<file path="src/core/ssc_pkg.sv">
// package of constants and types for the shifter status and counter block
package ssc_pkg;

	// ****************************************
	// register map
	// ****************************************
	localparam logic [11:0] SSC_STATUS_INDEX = 12'h0b9;
	localparam logic [11:0] SSC_STATUS_ADDR  = {SSC_STATUS_INDEX[9:0], 2'h0};
	localparam logic [11:0] SSC_CONTROL_ADDR = 12'h100;
	localparam logic [11:0] SSC_SHIFT_ADDR   = 12'h104;
	localparam logic [11:0] SSC_MISC_ADDR    = 12'h108;

	// ****************************************
	// status fields
	// ****************************************
	localparam int SSC_START_BIT = 7;
	localparam int SSC_WRAP_BIT  = 6;
	localparam int SSC_STOP_BIT  = 5;
	localparam int SSC_COLL_BIT  = 4;
	localparam logic [7:0] SSC_STATUS_RESET = 8'h00;

	// ****************************************
	// control fields
	// ****************************************
	localparam int SSC_SIE_BIT  = 7;
	localparam int SSC_OIE_BIT  = 6;
	localparam int SSC_WM_LSB   = 4;
	localparam int SSC_CS_LSB   = 2;
	localparam int SSC_SCLK_BIT = 1;
	localparam int SSC_TC_BIT   = 0;
	localparam logic [7:0] SSC_CONTROL_RESET = 8'h00;

	// misc register: bit0 global irq enable, bits2:1 sleep mode
	localparam int SSC_GIE_BIT   = 0;
	localparam int SSC_SLEEP_LSB = 1;

	localparam logic [1:0] SSC_WM_NONE  = 2'h0;
	localparam logic [1:0] SSC_WM_THREE = 2'h1;
	localparam logic [1:0] SSC_WM_TWO   = 2'h2;
	localparam logic [1:0] SSC_SLEEP_IDLE = 2'h0;

	typedef struct packed {
		logic [1:0] wire_mode_sel;
		logic [1:0] clock_source_sel;
		logic       soft_clock_select;
		logic       start_irq_enable;
		logic       wrap_irq_enable;
	} ssc_ctrl_t;

	typedef struct packed {
		logic start_irq;
		logic wrap_irq;
		logic wake;
		logic clk_hold;
	} ssc_evt_t;

endpackage

</file>
<file path="src/core/ssc_status.sv">
// shifter status register, edge counter and apb slave
//
// Our own choice: register access over APB.
`timescale 1ns/1ps
module ssc_status (
	input  wire logic             pclk,           // system clock
	input  wire logic             presetn,        // async reset, low
	input  wire logic             psel,           // apb select
	input  wire logic             penable,        // apb enable
	input  wire logic             pwrite,         // apb direction
	input  wire logic [11:0]      paddr,          // apb byte address
	input  wire logic [31:0]      pwdata,         // apb write data
	output logic      [31:0]      prdata,         // apb read data
	output logic                  pready,         // apb ready
	output logic                  pslverr,        // apb error
	input  wire logic             shift_clock_pin, // external clock pin
	input  wire logic             data_pin,       // data pin level
	input  wire logic             timer_match,    // timer 0 compare pulse
	input  wire logic             start_det,      // start condition pulse
	input  wire logic             stop_det,       // stop condition pulse
	output ssc_pkg::ssc_evt_t     evt             // irq, wake, clock hold
);
	import ssc_pkg::*;

	// ****************************************
	// registers
	// ****************************************
	ssc_ctrl_t  ctrl;
	logic       gie;
	logic [1:0] sleep_mode;
	logic [7:0] shift_data;
	logic       start_cond_flag;
	logic       count_wrap_flag;
	logic       stop_cond_flag;
	logic       drive_collision_bit;
	logic [3:0] edge_count_value;
	logic       start_hold;
	logic       wrap_hold;
	logic [2:0] ck_sync;
	logic [2:0] d_sync;
	logic       ck_level;
	logic       d_level;

	logic wr_en;
	logic wr_stat;
	logic wr_ctrl;
	logic strobe_tc;
	logic ext_edge;
	logic tick;
	logic next_wrap;
	logic two_wire;

	assign wr_en     = psel && penable && pwrite;
	assign wr_stat   = wr_en && (paddr == SSC_STATUS_ADDR);
	assign wr_ctrl   = wr_en && (paddr == SSC_CONTROL_ADDR);
	assign strobe_tc = wr_ctrl && pwdata[SSC_TC_BIT];
	assign two_wire  = (ctrl.wire_mode_sel == SSC_WM_TWO);

	// ****************************************
	// pin synchronisers
	// ****************************************
	always_ff @(posedge pclk or negedge presetn) begin
		if (!presetn) begin
			ck_sync  <= 3'h0;
			d_sync   <= 3'h0;
			ck_level <= 1'b0;
			d_level  <= 1'b0;
		end else begin
			ck_sync <= {ck_sync[1:0], shift_clock_pin};
			d_sync  <= {d_sync[1:0], data_pin};
			if (ck_sync[1] == ck_sync[2])
				ck_level <= ck_sync[2];
			if (d_sync[1] == d_sync[2])
				d_level <= d_sync[2];
		end
	end

	// ****************************************
	// counter clock source
	// ****************************************
	// cs 00 none/soft, 01 timer, 1x external rising/falling by cs[0]
	always_comb begin
		ext_edge = (ck_sync[1] == ck_sync[2]) && (ck_sync[2] != ck_level) &&
		           (ck_sync[2] ^ ctrl.clock_source_sel[0]);
		case (ctrl.clock_source_sel)
			2'h0:    tick = ctrl.soft_clock_select && strobe_tc;
			2'h1:    tick = timer_match;
			default: tick = ext_edge || (ctrl.soft_clock_select && strobe_tc);
		endcase
	end

	assign next_wrap = tick && (edge_count_value == 4'hf);

	// ****************************************
	// control and misc registers
	// ****************************************
	always_ff @(posedge pclk or negedge presetn) begin
		if (!presetn) begin
			ctrl       <= '0;
			gie        <= 1'b0;
			sleep_mode <= SSC_SLEEP_IDLE;
			shift_data <= 8'h00;
		end else if (wr_en) begin
			case (paddr)
				SSC_CONTROL_ADDR: begin
					ctrl.start_irq_enable  <= pwdata[SSC_SIE_BIT];
					ctrl.wrap_irq_enable   <= pwdata[SSC_OIE_BIT];
					ctrl.wire_mode_sel     <= pwdata[SSC_WM_LSB +: 2];
					ctrl.clock_source_sel  <= pwdata[SSC_CS_LSB +: 2];
					ctrl.soft_clock_select <= pwdata[SSC_SCLK_BIT];
				end
				SSC_SHIFT_ADDR: shift_data <= pwdata[7:0];
				SSC_MISC_ADDR: begin
					gie        <= pwdata[SSC_GIE_BIT];
					sleep_mode <= pwdata[SSC_SLEEP_LSB +: 2];
				end
				default: ;
			endcase
		end
	end

	// ****************************************
	// edge counter
	// ****************************************
	always_ff @(posedge pclk or negedge presetn) begin
		if (!presetn)
			edge_count_value <= SSC_STATUS_RESET[3:0];
		else if (wr_stat)
			edge_count_value <= pwdata[3:0];
		else if (tick)
			edge_count_value <= edge_count_value + 4'h1;
	end

	// ****************************************
	// event flags, set wins over clear
	// ****************************************
	always_ff @(posedge pclk or negedge presetn) begin
		if (!presetn) begin
			start_cond_flag <= 1'b0;
			count_wrap_flag <= 1'b0;
			stop_cond_flag  <= 1'b0;
		end else begin
			if ((two_wire && start_det) || (!two_wire && tick))
				start_cond_flag <= 1'b1;
			else if (wr_stat && pwdata[SSC_START_BIT])
				start_cond_flag <= 1'b0;
			if (next_wrap)
				count_wrap_flag <= 1'b1;
			else if (wr_stat && pwdata[SSC_WRAP_BIT])
				count_wrap_flag <= 1'b0;
			if (two_wire && stop_det)
				stop_cond_flag <= 1'b1;
			else if (wr_stat && pwdata[SSC_STOP_BIT])
				stop_cond_flag <= 1'b0;
		end
	end

	// ****************************************
	// clock-line holds
	// ****************************************
	always_ff @(posedge pclk or negedge presetn) begin
		if (!presetn) begin
			start_hold <= 1'b0;
			wrap_hold  <= 1'b0;
		end else begin
			if (two_wire && start_det)
				start_hold <= 1'b1;
			else if (!two_wire || (wr_stat && pwdata[SSC_START_BIT]))
				start_hold <= 1'b0;
			if (two_wire && next_wrap)
				wrap_hold <= 1'b1;
			else if (!two_wire || (wr_stat && pwdata[SSC_WRAP_BIT]))
				wrap_hold <= 1'b0;
		end
	end

	// ****************************************
	// collision and outputs
	// ****************************************
	always_ff @(posedge pclk or negedge presetn) begin
		if (!presetn) begin
			drive_collision_bit <= 1'b0;
			evt                 <= '0;
		end else begin
			drive_collision_bit <= shift_data[7] != d_level;
			evt.start_irq <= start_cond_flag && ctrl.start_irq_enable && gie;
			evt.wrap_irq  <= count_wrap_flag && ctrl.wrap_irq_enable && gie;
			evt.wake      <= (start_cond_flag && ctrl.start_irq_enable && gie) ||
			                 (count_wrap_flag && ctrl.wrap_irq_enable && gie &&
			                  sleep_mode == SSC_SLEEP_IDLE);
			evt.clk_hold  <= start_hold || wrap_hold;
		end
	end

	// ****************************************
	// apb read side
	// ****************************************
	always_ff @(posedge pclk or negedge presetn) begin
		if (!presetn) begin
			prdata  <= 32'h0;
			pready  <= 1'b0;
			pslverr <= 1'b0;
		end else begin
			pready  <= psel && !penable;
			pslverr <= 1'b0;
			prdata  <= 32'h0;
			if (psel && !penable && !pwrite) begin
				case (paddr)
					SSC_STATUS_ADDR:  prdata <= {24'h0, start_cond_flag, count_wrap_flag,
					                   stop_cond_flag, drive_collision_bit,
					                   edge_count_value};
					SSC_CONTROL_ADDR: prdata <= {24'h0, ctrl.start_irq_enable,
					                   ctrl.wrap_irq_enable, ctrl.wire_mode_sel,
					                   ctrl.clock_source_sel, ctrl.soft_clock_select, 1'b0};
					SSC_SHIFT_ADDR:   prdata <= {24'h0, shift_data};
					SSC_MISC_ADDR:    prdata <= {29'h0, sleep_mode, gie};
					default:          pslverr <= 1'b1;
				endcase
			end else if (psel && !penable) begin
				case (paddr)
					SSC_STATUS_ADDR, SSC_CONTROL_ADDR, SSC_SHIFT_ADDR, SSC_MISC_ADDR: ;
					default: pslverr <= 1'b1;
				endcase
			end
		end
	end
endmodule

</file>
<file path="config.mk">
export PLATFORM = sky130hd
export DESIGN_NAME = ssc_status
export DESIGN_NICKNAME = d
export VERILOG_FILES = /design/src/core/ssc_pkg.sv /design/src/core/ssc_status.sv
export SDC_FILE = /design/constraint.sdc
export NUM_CORES = 1
export LEC_CHECK = 0
export BUFFER_PORTS_ARGS = -buffer_cell sky130_fd_sc_hd__buf_2
export CORE_MARGIN = 3
export CORE_UTILIZATION = 44
export CTS_CLUSTER_SIZE = 24
export DETAILED_ROUTE_END_ITERATION = 7
export HOLD_SLACK_MARGIN = 0.06
export PLACE_DENSITY = 0.76
export SLEW_MARGIN = 20
export SYNTH_ARGS = -nofsm -noshare
export SYNTH_HDL_FRONTEND = slang
export SYNTH_SLANG_ARGS = --single-unit
export TNS_END_PERCENT = 5
</file>
<file path="constraint.sdc">
create_clock -name pclk -period 1.8 [get_ports pclk]
set_input_delay 0.18 -clock pclk [delete_from_list [all_inputs] [get_ports pclk]]
set_output_delay 0.18 -clock pclk [all_outputs]
set_load 0.03 [all_outputs]
</file>
==> metrics.yaml <==
clock_tree:
  cts_tree: "done"
  htree_levels: 2
  clk_pin_slew_ns: 0.09
  clock_path_buffers: 2
  cts_buffers: 5
  clock_latency_ns: 0.31
  cts_sinks: 50
  cts-root-buf: "clkbuf_8"
global_routing:
  use_met3_pct: 2.93
  grt_pass1_wl_um: 8050
  busiest_layer: "met2"
  use_met1_pct: 19.3
  grt_use_met2_pct: 28.9
  grt_max_degree: 51
  grt_pass1_vias: 1759
  grt_overflow: 0
  antenna_found_initial: 0
  grt_usage_pct: 16.6
layout:
  syn_to_final_growth_pct: 24.8
  final_common_cell: "dfrtp_1"
  final_cell_mix: "dfrtp_1 (50), buf_2 (43), buf_4 (32)"
  nNetsFinal: 338
  drive_gt1_share_pct: 39.8
  nFillCells: 448
  n_antenna_cell: 0
placement:
  port_buffers: 43
  dpl.hpwl_um: 3700
  gp_congestion: 0.826
timing:
  setup_viol: 4
  min_period_over_period_pct: 107
  fin_worst_skew_ns: 0.00847
  hold_ws_ns: 0.0825
  worst_pin_slew_ns: 0.622
  drv_slew: 0
  rsz0062_at_grt: "true"
  relSlewSlack_pct: 58.5
  worst_slack_ns: -0.129
  fmax_mhz: 518
  hold_violations: 0
  fin_crit_ns: 1.93
yosys:
  synth.distinct_cells: 44
  synth_edf_count: 0
  avgSynthCellArea_um2: 11.8
  synth_area_um2: 2390
  yosysSeqAreaShare_pct: 52.4
  synth_top_area_share_pct: 52.4
  synthCells: 203
  synth_seq_cells: 50
  async_flop_share_pct: 100
  netlist_top_cells_area: "dfrtp_1 (52%), mux2_2 (11%), buf_4 (7.5%)"
  yosysTopAreaCell: "dfrtp_1"
  yosys_warnings: 0
  yosys_most_used_dff: "dfrtp_1"
floorplanning:
  coreArea_um2: 5170
  io_pins: 92
  dieHeight_um: 79.7
  die_area_um2: 6350
  start_util_pct: 46.2
  die_x_um: 79.7
  row_count: 26
power_and_ir_drop:
  clock_power_share_pct: 37.2
  seqPwrFrac_pct: 53.2
  power_density_nw_per_um2: 727
  power_switching_w: 0.000535
  ir_drop_mv: 0.375
  p_leak_nw: 1.54
  power_frac_comb_pct: 9.7
  switching_share_pct: 24.7
  power.total_w: 0.00217
  p_int_w: 0.00163
route:
  drc: 0
  wl_per_cell_um: 14.2
  firstDrtPassIters: 4
  via_count: 1783
  drtIter0Drc: 85
  postRouteAntennaNets: 0
  vias_per_cell: 5.04
  wl_um: 5030
outcome:
  violations: "negative setup slack"
  status: "complete, but fails checks"
critical_path:
  critical_path_class: "reg2reg"
  end_kind: "flop"
  required_ns: 2.00
  startpoint_type: "flop"
  worstPathArrival_ns: 2.13
  worst-path-max-fanout: 5
worst_hold_path:
  hold_class: "in2reg"
job:
  drv_cap: 0
worst max-delay path, stage by stage (launching register included):
cell and delay [ns]:
dfrtp_1 0.39, or4bb_1 0.49, a31oi_1 0.18, buf_4 0.14, a31oi_4 0.04, mux2_4 0.32
mux2_4 0.26
synthesized netlist by cell type, types with 2 or more instances:
master / n
a32oi_1: 3
mux2_2: 23
a22oi_1: 5
a31oi_1: 2
buf_4: 24
dfrtp_1: 50
nor2_1: 13
nand4_1: 2
mux2i_1: 4
nand2b_1: 3
inv_1: 3
a21oi_1: 6
nand2_1: 11
maj3_1: 2
nor2b_1: 3
nand3_1: 6
or4bb_1: 2
clkbuf_1: 3
xor2_1: 2
a21boi_0: 2
and3_1: 5
o22a_1: 2
o21ai_0: 6
layer usage:
metal  vias up  routed length (um)
met3        11                 263
met1       868                2000
li1        845                   -
met4         0                 127
met2        59                2640
met5         -                   0
worst paths after layout:
check                                     start                              end  slack (ns)  cells after the start
setup / recovery            ctrl[3]$_DFFE_PN0N_  edge_count_value[1]$_DFFE_PN0P_       -0.13                      6
hold / removal                          penable                 pready$_DFF_PN0_        0.08                      2
setup reg to reg            ctrl[3]$_DFFE_PN0N_  edge_count_value[1]$_DFFE_PN0P_       -0.13                      6
hold reg to reg            ck_sync[0]$_DFF_PN0_             ck_sync[1]$_DFF_PN0_        0.36                      0
max in group asynchronous               presetn              prdata[0]$_DFF_PN0_        0.91                      3
min in group asynchronous               presetn              prdata[4]$_DFF_PN0_        0.48                      3
logic make-up (layout without fill, tap and decap cells):
| group | after synthesis | after routing | synth area share [%] |
|---|---|---|---|
| buffers and inverters | 31 | 89 | 8.65 |
| xor gates and xnor gates | 2 | 2 | 0.734 |
| AOI/OAI and AO/OA | 32 | 32 | 9.80 |
| muxes | 28 | 28 | 13.0 |
| adders and majority gates | 3 | 3 | 1.36 |
| and+or+nand+nor | 56 | 56 | 13.9 |
| other | 1 | 24 | 0.157 |
| DFF | 50 | 50 | 52.4 |
per-stage QoR:
step	utilization, %	worst slack (ns)	std cells	setup TNS (ns)	cell area [um^2]
2_1_floorplan	-	-0.186	226	-2.03	2470
3_5_place_dp	53.8	-0.209	338	-3.31	2780
5_1_grt	57.6	-0.193	354	-0.574	2980
3_3_place_gp	53.8	-0.197	338	-2.99	2780
4_1_cts	57.3	-0.128	352	-0.237	2960
6_report	57.6	-0.129	354	-0.263	2980
registers in the layout, summed over array words and instances, names as in the netlist:
name / cells
gie: 1
pslverr: 1
d_level: 1
drive_collision_bit: 1
count_wrap_flag: 1
edge_count_value: 4
shift_data: 8
ck_sync: 3
pready: 1
start_cond_flag: 1
sleep_mode: 2
start_hold: 1
evt: 4
d_sync: 3
wrap_hold: 1
stop_cond_flag: 1
prdata: 8
ck_level: 1
ctrl: 7
power by group through the flow:
stage	Combinational [W]	Clock, W	Sequential [W]
floorplan	0.000140	0	0.00118
finish	0.000209	0.000805	0.00115
global placement	0.000191	0	0.00117
detailed placement	0.000195	0	0.00117
CTS	0.000206	0.000820	0.00115
global route	0.000228	0.000875	0.00115
cell type report:
type,count,area (um^2),area share (%)
Tap cell,70,87.6,2.94
Inverter,3,11.3,0.378
Timing Repair Buffer,78,485,16.3
Clock buffer,5,68.8,2.31
Clock inverter,3,48.8,1.64
Sequential cell,50,1250,42.0
Multi-Input combinational cell,145,1030,34.4
timing repair:
| action | CTS | global route |
|---|---|---|
| buffers inserted | 3 | 2 |
| resized for setup | 2 | 1 |
| hold buffers | 3 | 0 |
| setup endpoints to repair | 3 | 10 |
| pin swaps | 4 | 3 |
| endpoints found under the hold margin | 52 | 0 |
Note: power is estimated with default switching activity, not from simulation.
